File: src/dtc_pkg.sv
package dtc_pkg;

	localparam int          NUM_CTR        = 2;
	localparam int          CTR_W          = 16;
	localparam int          PRESCALE_DIV   = 4;
	localparam int          PRESCALE_W     = 2;
	localparam logic [1:0]  PRESCALE_LAST  = 2'(PRESCALE_DIV - 1);

	// Register indices; byte address is four times the index
	localparam logic [5:0]  IDX_IRQ_CTRL   = 6'h0B;
	localparam logic [5:0]  IDX_C0_HIGH    = 6'h0C;
	localparam logic [5:0]  IDX_C0_LOW     = 6'h0D;
	localparam logic [5:0]  IDX_C0_CTRL    = 6'h0E;
	localparam logic [5:0]  IDX_C1_HIGH    = 6'h0F;
	localparam logic [5:0]  IDX_C1_LOW     = 6'h10;
	localparam logic [5:0]  IDX_C1_CTRL    = 6'h11;
	localparam logic [5:0]  IDX_CTR_STRIDE = 6'h03;

	// Control register fields
	localparam int          CTRL_EDGE_BIT  = 3;
	localparam int          CTRL_EN_BIT    = 4;
	localparam int          CTRL_MODE_LSB  = 6;
	localparam logic [7:0]  CTRL_RESET     = 8'h08;

	// Interrupt control register fields
	localparam int          IRQ_EN_LSB     = 2;
	localparam int          IRQ_FLAG_LSB   = 5;

	localparam logic [1:0]  MODE_UNUSED    = 2'h0;
	localparam logic [1:0]  MODE_EVENT     = 2'h1;
	localparam logic [1:0]  MODE_TIMER     = 2'h2;
	localparam logic [1:0]  MODE_PULSE     = 2'h3;

	typedef struct packed {
		logic [1:0] mode;
		logic       count_enable;
		logic       edge_polarity_select;
	} dtc_ctrl_s;

	typedef enum logic [1:0] {
		PW_IDLE = 2'b01,
		PW_MEAS = 2'b10
	} dtc_pw_e;

endpackage

File: src/dtc_timer.sv
// Register access over APB was left to the implementer.
`timescale 1ns/1ps
`default_nettype none
module dtc_timer (
	input  wire logic        CLOCK_IN,
	input  wire logic        SYS_RST_IN,
	input  wire logic        PSEL_IN,
	input  wire logic        PENABLE_IN,
	input  wire logic        PWRITE_IN,
	input  wire logic [7:0]  PADDR_IN,
	input  wire logic [31:0] PWDATA_IN,
	output logic      [31:0] PRDATA_OUT,
	output logic             PREADY_OUT,
	output logic             PSLVERR_OUT,
	input  wire logic [1:0]  EXT_COUNT_IN,
	output logic      [1:0]  OVF_FLAG_OUT,
	output logic      [1:0]  IRQ_REQ_OUT,
	output logic             WAKE_OUT
);

	logic [dtc_pkg::PRESCALE_W-1:0] presc_r;
	logic                           tick;
	logic                           access;
	logic                           wr_fire;
	logic                           rd_fire;
	logic [5:0]                     idx;
	logic                           aligned;
	logic [1:0]                     irq_en_r;
	logic [1:0]                     flag_r;
	logic [1:0]                     ovf;
	logic [7:0]                     rd_byte;
	logic                           rd_hit;
	logic [7:0]                     hi_byte   [dtc_pkg::NUM_CTR];
	logic [7:0]                     lo_buf    [dtc_pkg::NUM_CTR];
	logic [7:0]                     ctrl_byte [dtc_pkg::NUM_CTR];

	assign idx     = PADDR_IN[7:2];
	assign aligned = (PADDR_IN[1:0] == 2'h0);
	assign access  = PSEL_IN & PENABLE_IN;
	// One wait state: the answer is computed then presented from flops
	assign rd_fire = access & ~PWRITE_IN & ~PREADY_OUT;
	assign wr_fire = access & PWRITE_IN & PREADY_OUT;

	// Shared divide-by-four instruction tick
	always_ff @(posedge CLOCK_IN or posedge SYS_RST_IN) begin
		if (SYS_RST_IN) begin
			presc_r <= '0;
		end else begin
			presc_r <= presc_r + 2'h1;
		end
	end
	assign tick = (presc_r == dtc_pkg::PRESCALE_LAST);

	for (genvar i = 0; i < dtc_pkg::NUM_CTR; i++) begin : g_ctr
		localparam logic [5:0] HI = 6'(dtc_pkg::IDX_C0_HIGH + 6'(i) * dtc_pkg::IDX_CTR_STRIDE);
		localparam logic [5:0] LO = 6'(HI + 6'h01);
		localparam logic [5:0] CT = 6'(HI + 6'h02);

		logic [2:0]                 ext_r;
		logic [dtc_pkg::CTR_W-1:0]  count_r;
		logic [dtc_pkg::CTR_W-1:0]  preload_r;
		logic [7:0]                 buf_r;
		dtc_pkg::dtc_ctrl_s         ctrl_r;
		dtc_pkg::dtc_pw_e           pw_r;
		logic                       act_lvl;
		logic                       lvl;
		logic                       act_edge;
		logic                       blocked;
		logic                       advance;
		logic                       pw_done;
		logic                       wr_hi;
		logic                       wr_lo;
		logic                       wr_ct;
		logic                       rd_hi;

		assign wr_hi = wr_fire & aligned & (idx == HI);
		assign wr_lo = wr_fire & aligned & (idx == LO);
		assign wr_ct = wr_fire & aligned & (idx == CT);
		assign rd_hi = rd_fire & aligned & (idx == HI);

		// Two-stage synchroniser, third stage keeps the previous level
		always_ff @(posedge CLOCK_IN or posedge SYS_RST_IN) begin
			if (SYS_RST_IN) begin
				ext_r <= '0;
			end else begin
				ext_r <= {ext_r[1:0], EXT_COUNT_IN[i]};
			end
		end
		assign lvl      = ext_r[1];
		assign act_lvl  = ~ctrl_r.edge_polarity_select;
		assign act_edge = (lvl == act_lvl) & (ext_r[2] != act_lvl);

		// Stall across the access phase of a high-byte read so high and low bytes agree
		assign blocked = access & ~PWRITE_IN & aligned & (idx == HI);

		always_comb begin
			advance = 1'b0;
			pw_done = 1'b0;
			unique case (ctrl_r.mode)
				dtc_pkg::MODE_EVENT: advance = ctrl_r.count_enable & act_edge;
				dtc_pkg::MODE_TIMER: advance = ctrl_r.count_enable & tick;
				dtc_pkg::MODE_PULSE: begin
					advance = ctrl_r.count_enable & (pw_r == dtc_pkg::PW_MEAS)
						& (lvl == act_lvl) & tick;
					pw_done = ctrl_r.count_enable & (pw_r == dtc_pkg::PW_MEAS)
						& (lvl != act_lvl);
				end
				dtc_pkg::MODE_UNUSED: advance = 1'b0;
			endcase
			advance = advance & ~blocked;
		end
		assign ovf[i] = advance & (count_r == '1);

		// Pulse measurement sequencer; a new measurement only after re-enable
		always_ff @(posedge CLOCK_IN or posedge SYS_RST_IN) begin
			if (SYS_RST_IN) begin
				pw_r <= dtc_pkg::PW_IDLE;
			end else if (!ctrl_r.count_enable || ctrl_r.mode != dtc_pkg::MODE_PULSE) begin
				pw_r <= dtc_pkg::PW_IDLE;
			end else if (pw_r == dtc_pkg::PW_IDLE && act_edge) begin
				pw_r <= dtc_pkg::PW_MEAS;
			end else if (pw_done) begin
				pw_r <= dtc_pkg::PW_IDLE;
			end
		end

		// A software control write wins over the hardware clear of enable
		always_ff @(posedge CLOCK_IN or posedge SYS_RST_IN) begin
			if (SYS_RST_IN) begin
				ctrl_r <= dtc_pkg::dtc_ctrl_s'({dtc_pkg::CTRL_RESET[7:6],
					dtc_pkg::CTRL_RESET[4:3]});
			end else if (wr_ct) begin
				ctrl_r.mode                 <= PWDATA_IN[dtc_pkg::CTRL_MODE_LSB +: 2];
				ctrl_r.count_enable         <= PWDATA_IN[dtc_pkg::CTRL_EN_BIT];
				ctrl_r.edge_polarity_select <= PWDATA_IN[dtc_pkg::CTRL_EDGE_BIT];
			end else if (pw_done) begin
				ctrl_r.count_enable <= 1'b0;
			end
		end

		// Holding buffer shared by low-byte writes and high-byte read latches
		always_ff @(posedge CLOCK_IN or posedge SYS_RST_IN) begin
			if (SYS_RST_IN) begin
				buf_r <= '0;
			end else if (wr_lo) begin
				buf_r <= PWDATA_IN[7:0];
			end else if (rd_hi) begin
				buf_r <= count_r[7:0];
			end
		end

		always_ff @(posedge CLOCK_IN or posedge SYS_RST_IN) begin
			if (SYS_RST_IN) begin
				preload_r <= '0;
			end else if (wr_hi) begin
				preload_r <= {PWDATA_IN[7:0], buf_r};
			end
		end

		always_ff @(posedge CLOCK_IN or posedge SYS_RST_IN) begin
			if (SYS_RST_IN) begin
				count_r <= '0;
			end else if (wr_hi && !ctrl_r.count_enable) begin
				count_r <= {PWDATA_IN[7:0], buf_r};
			end else if (ovf[i]) begin
				count_r <= preload_r;
			end else if (advance) begin
				count_r <= count_r + 16'h0001;
			end
		end

		assign hi_byte[i]   = count_r[15:8];
		assign lo_buf[i]    = buf_r;
		assign ctrl_byte[i] = {ctrl_r.mode, 1'b0, ctrl_r.count_enable,
			ctrl_r.edge_polarity_select, 3'h0};
	end

	// Flags: overflow set wins over a software clear (write 0 clears)
	always_ff @(posedge CLOCK_IN or posedge SYS_RST_IN) begin
		if (SYS_RST_IN) begin
			flag_r   <= '0;
			irq_en_r <= '0;
		end else begin
			if (wr_fire && aligned && idx == dtc_pkg::IDX_IRQ_CTRL) begin
				irq_en_r <= PWDATA_IN[dtc_pkg::IRQ_EN_LSB +: 2];
				flag_r   <= ovf | (flag_r & PWDATA_IN[dtc_pkg::IRQ_FLAG_LSB +: 2]);
			end else begin
				flag_r <= flag_r | ovf;
			end
		end
	end

	always_ff @(posedge CLOCK_IN or posedge SYS_RST_IN) begin
		if (SYS_RST_IN) begin
			OVF_FLAG_OUT <= '0;
			IRQ_REQ_OUT  <= '0;
			WAKE_OUT     <= 1'b0;
		end else begin
			OVF_FLAG_OUT <= flag_r;
			IRQ_REQ_OUT  <= flag_r & irq_en_r;
			WAKE_OUT     <= |ovf;
		end
	end

	always_comb begin
		rd_byte = 8'h00;
		rd_hit  = aligned;
		unique case (idx)
			dtc_pkg::IDX_IRQ_CTRL: begin
				rd_byte = 8'h00;
				rd_byte[dtc_pkg::IRQ_EN_LSB +: 2]   = irq_en_r;
				rd_byte[dtc_pkg::IRQ_FLAG_LSB +: 2] = flag_r;
			end
			dtc_pkg::IDX_C0_HIGH: rd_byte = hi_byte[0];
			dtc_pkg::IDX_C0_LOW:  rd_byte = lo_buf[0];
			dtc_pkg::IDX_C0_CTRL: rd_byte = ctrl_byte[0];
			dtc_pkg::IDX_C1_HIGH: rd_byte = hi_byte[1];
			dtc_pkg::IDX_C1_LOW:  rd_byte = lo_buf[1];
			dtc_pkg::IDX_C1_CTRL: rd_byte = ctrl_byte[1];
			default:              rd_hit  = 1'b0;
		endcase
	end

	always_ff @(posedge CLOCK_IN or posedge SYS_RST_IN) begin
		if (SYS_RST_IN) begin
			PREADY_OUT  <= 1'b0;
			PRDATA_OUT  <= '0;
			PSLVERR_OUT <= 1'b0;
		end else if (access && !PREADY_OUT) begin
			PREADY_OUT  <= 1'b1;
			PRDATA_OUT  <= PWRITE_IN ? 32'h0000_0000 : {24'h00_0000, rd_hit ? rd_byte : 8'h00};
			PSLVERR_OUT <= ~rd_hit;
		end else begin
			PREADY_OUT  <= 1'b0;
			PSLVERR_OUT <= 1'b0;
		end
	end

endmodule // dtc_timer
`default_nettype wire

File: config.mk
export PLATFORM = sky130hd
export DESIGN_NAME = dtc_timer
export DESIGN_NICKNAME = d
export VERILOG_FILES = /design/src/dtc_pkg.sv /design/src/dtc_timer.sv
export SDC_FILE = /design/constraint.sdc
export NUM_CORES = 1
export LEC_CHECK = 0
export BUFFER_PORTS_ARGS = -buffer_cell sky130_fd_sc_hd__clkbuf_2
export CAP_MARGIN = 20
export CORE_MARGIN = 2
export CORE_UTILIZATION = 30
export CTS_CLUSTER_SIZE = 16
export DETAILED_ROUTE_END_ITERATION = 8
export GPL_ROUTABILITY_DRIVEN = 1
export SLEW_MARGIN = 30
export SYNTH_ARGS = -nofsm -noshare
export SYNTH_HDL_FRONTEND = slang
export SYNTH_SLANG_ARGS = --single-unit
File: constraint.sdc
create_clock -name CLOCK_IN -period 4.15 [get_ports CLOCK_IN]
set_input_delay 0.83 -clock CLOCK_IN [delete_from_list [all_inputs] [get_ports CLOCK_IN]]
set_output_delay 0.83 -clock CLOCK_IN [all_outputs]
set_load 0.01 [all_outputs]
==> results.ini <==
[outcome]
outcome=completed

[placement]
place_ws_ns=0.949
io_buffers=37
dpl.hpwl_mm=12.2
place_area_um2=6830
place.gp.congestion=0.887

[worst_setup_path]
cp_max_fo=8
crit_arrival_ns=2.99
endpoint_kind=flop
startpoint_type=input pin
critPathRequiredTime_ns=4.42
critical_path_class=input pin to flop

[sta]
report.final.slew_viol_count=0
max_clock_freq_mhz=369
tns_ns=0
worst_slack_ns=1.44
grt_setup_unrepaired=false
tightestPinTransition_ns=0.904
fin_crit_ns=2.71
min_period_over_period_pct=65.4
clock_skew_ns=0.0140
final-hold-violation-count=0
setup_viol=0
slew_headroom_pct=39.2

[power]
peakVddDrop_v=0.000302
seqPwrFrac_pct=43.8
p_int_mw=2.13
p_clk_share_pct=49.0
combinationalPowerShare_pct=7.2
power_leakage_nw=3.24
powerDensity_nw_per_um2=392
power_switching_mw=0.769
swShare_pct=26.5

[synthesis]
yosys_warnings=0
synth-simple-area-share_pct=16.8
synth-edff-count=0
synthMuxAreaShare_pct=11.8
synth_compound_area_share_pct=15.4
synth_top_family_by_area=simple AND/OR/NAND/NOR gates
synth-main-ff-cell=dfrtp_1
syn_area_um2=6400
syn_avg_cell_area_um2=10.2
synthXorXnorAreaFrac_pct=2.74
syn_inst=626
ys_ff_latch=119
ys_types=56
synthAdderAreaFrac_pct=0.586
yosysSeqAreaShare_pct=46.6
async_flop_share_pct=100

[detailed_routing]
vias=5081
drt-pass1-iter-count=5
final_antenna_net_count=0
drt_wl_total_mm=17.5
wl_per_cell_um=18.4
drc=0
viasPerCell=5.34
first_iter_violations=437

[finish]
final_core_util_pct=35.3
area_delta_synth_final_pct=15.7
layout-drive-gt1-share_pct=21.3
mostFrequentLayoutCell=dfrtp_1
fin_area_um2=7400
mostFrequentLayoutCells=dfrtp_1 (115), nand2_1 (75), mux2_2 (41), clkbuf_2 (37), o21ai_0 (35)
nets=713
insertedDiodeCount=0
fillers=2127

[grt]
grt_pass1_vias=4826
grtUsageTotal_pct=16.4
globalRouteOverflowTotal=0
antenna_found_initial=0
grt_pass1_wl_mm=27.9
grt_max_degree=71

[clocking]
clock_sinks=119
clockRootBuffer=clkbuf_16
cts_resized=0
cts_tree=built
ctsHoldBuffers=0
cts_htree_levels=4
path_clk_slew_ns=0.06
post_cts_buffers=0
cts-buffers-inserted=17
clockBufferDepth=2
insertion_delay_ns=0.43

[floorplan]
die_h_um=150
rows=53
design.die.area_um2=22500
core_um2=21000
ios=86
start_util_pct=30.5
die_x_um=150

[min_path]
hold_class=flop to flop

[flow_run]
max_cap_violations=0

[critical path, stage by stage]
cell       delay [ns]
clkbuf_2         0.11
nand4bb_1        0.54
nor4_4           0.72
nand2b_1         0.36
o21ai_0          0.26
o221ai_1         0.15
[synthesized netlist by cell type (all sizes together), types with 3 or more instances]
cell type	number	share of area [%]
o21ai	35	2.7
inv	18	1.1
mux2i	25	3.9
nor2b	6	0.59
buf	35	3.7
o221ai	8	1.1
a31o	3	0.41
or2	4	0.39
nand3	15	1.2
a32oi	3	0.41
o211ai	17	2.0
nand2b	10	1.0
xor2	9	1.2
nor3	13	1.0
mux2	41	7.2
a221o	15	2.3
a222oi	4	0.63
o22ai	3	0.29
clkbuf	22	1.3
a22oi	11	1.3
nand3b	4	0.47
dfrtp	115	45
a21oi	14	1.1
a22o	8	1.1
xnor2	11	1.5
dfstp	4	1.6
and2	14	1.4
nor4	14	2.0
nor2	20	1.2
a211oi	6	0.70
nand2	75	4.4
ha	3	0.59
and3	5	0.49
nand4	12	1.2
[sequential cells by signal, indices dropped and copies added (netlist names), 2 cells and up]
name,flops
flag_r,2
irq_en_r,2
g_ctr.preload_r,32
presc_r,2
PRDATA_OUT,8
IRQ_REQ_OUT,2
OVF_FLAG_OUT,2
g_ctr.ext_r,6
ctrl_byte,8
g_ctr.buf_r,16
g_ctr.count_r,32
g_ctr.pw_r,4
[per-stage QoR]
step	total power, mW	std cells	hold slack [ns]
6_report	2.90	951	0.346
5_1_grt	3.01	951	0.357
4_1_cts	2.92	951	0.348
3_5_place_dp	1.50	919	0.335
3_3_place_gp	1.49	919	0.333
2_1_floorplan	1.43	649	0.331
[power by group through the flow]
stage	clock (mW)	combinational, mW	sequential [mW]
final	1.42	0.210	1.27
after floorplan	0	0.165	1.27
after global placement	0	0.207	1.29
after global routing	1.50	0.235	1.28
after CTS	1.45	0.210	1.27
after detailed placement	0	0.209	1.29
[path summary, 6_finish.rpt]
path | from | endpoint | slack, ns | cells after the start
hold reg to reg | g_ctr[0].ext_r[0] | g_ctr[0].ext_r[1] | 0.35 | 0
min in group asynchronous | SYS_RST_IN | g_ctr[1].buf_r[1] | 0.49 | 2
setup / recovery | PADDR_IN[7] | g_ctr[1].count_r[1] | 1.44 | 6
max in group asynchronous | SYS_RST_IN | g_ctr[0].pw_r[0] | 2.87 | 3
hold / removal | g_ctr[0].ext_r[0] | g_ctr[0].ext_r[1] | 0.35 | 0
setup reg to reg | g_ctr[0].count_r[5] | g_ctr[0].count_r[1] | 1.48 | 6
[layout make-up]
type                    count  area [um2]  share of cell area [%]
multi-input cells         455        3130                    42.2
repair buffers             52         310                    4.19
flip-flops and latches    119        2980                    40.3
clock inverters            13         125                    1.69
well taps                 275         344                    4.65
clock buffers              19         443                    5.98
inverters                  18        72.6                   0.980
[routing by layer]
| layer | global-route usage, % | up-vias | wire (um) |
|---|---|---|---|
| met1 | 23.1 | 2534 | 8290 |
| met5 | 0 | - | 0 |
| met4 | 6.46 | 0 | 372 |
| met3 | 4.02 | 22 | 1080 |
| met2 | 23.9 | 178 | 7770 |
| li1 | - | 2347 | - |
[cell families (layout without fill, tap and decap cells)]
logic type	count (synthesis)	in the layout
AO/OA/AOI/OAI	137	137
XOR/XNOR	20	20
adder cells (fa/ha/maj)	3	3
buffers and inverters	75	102
flip-flops	119	119
multiplexers	68	68
other	1	24
AND/OR/NAND/NOR	203	203
Power figures use the tool's default switching activity.
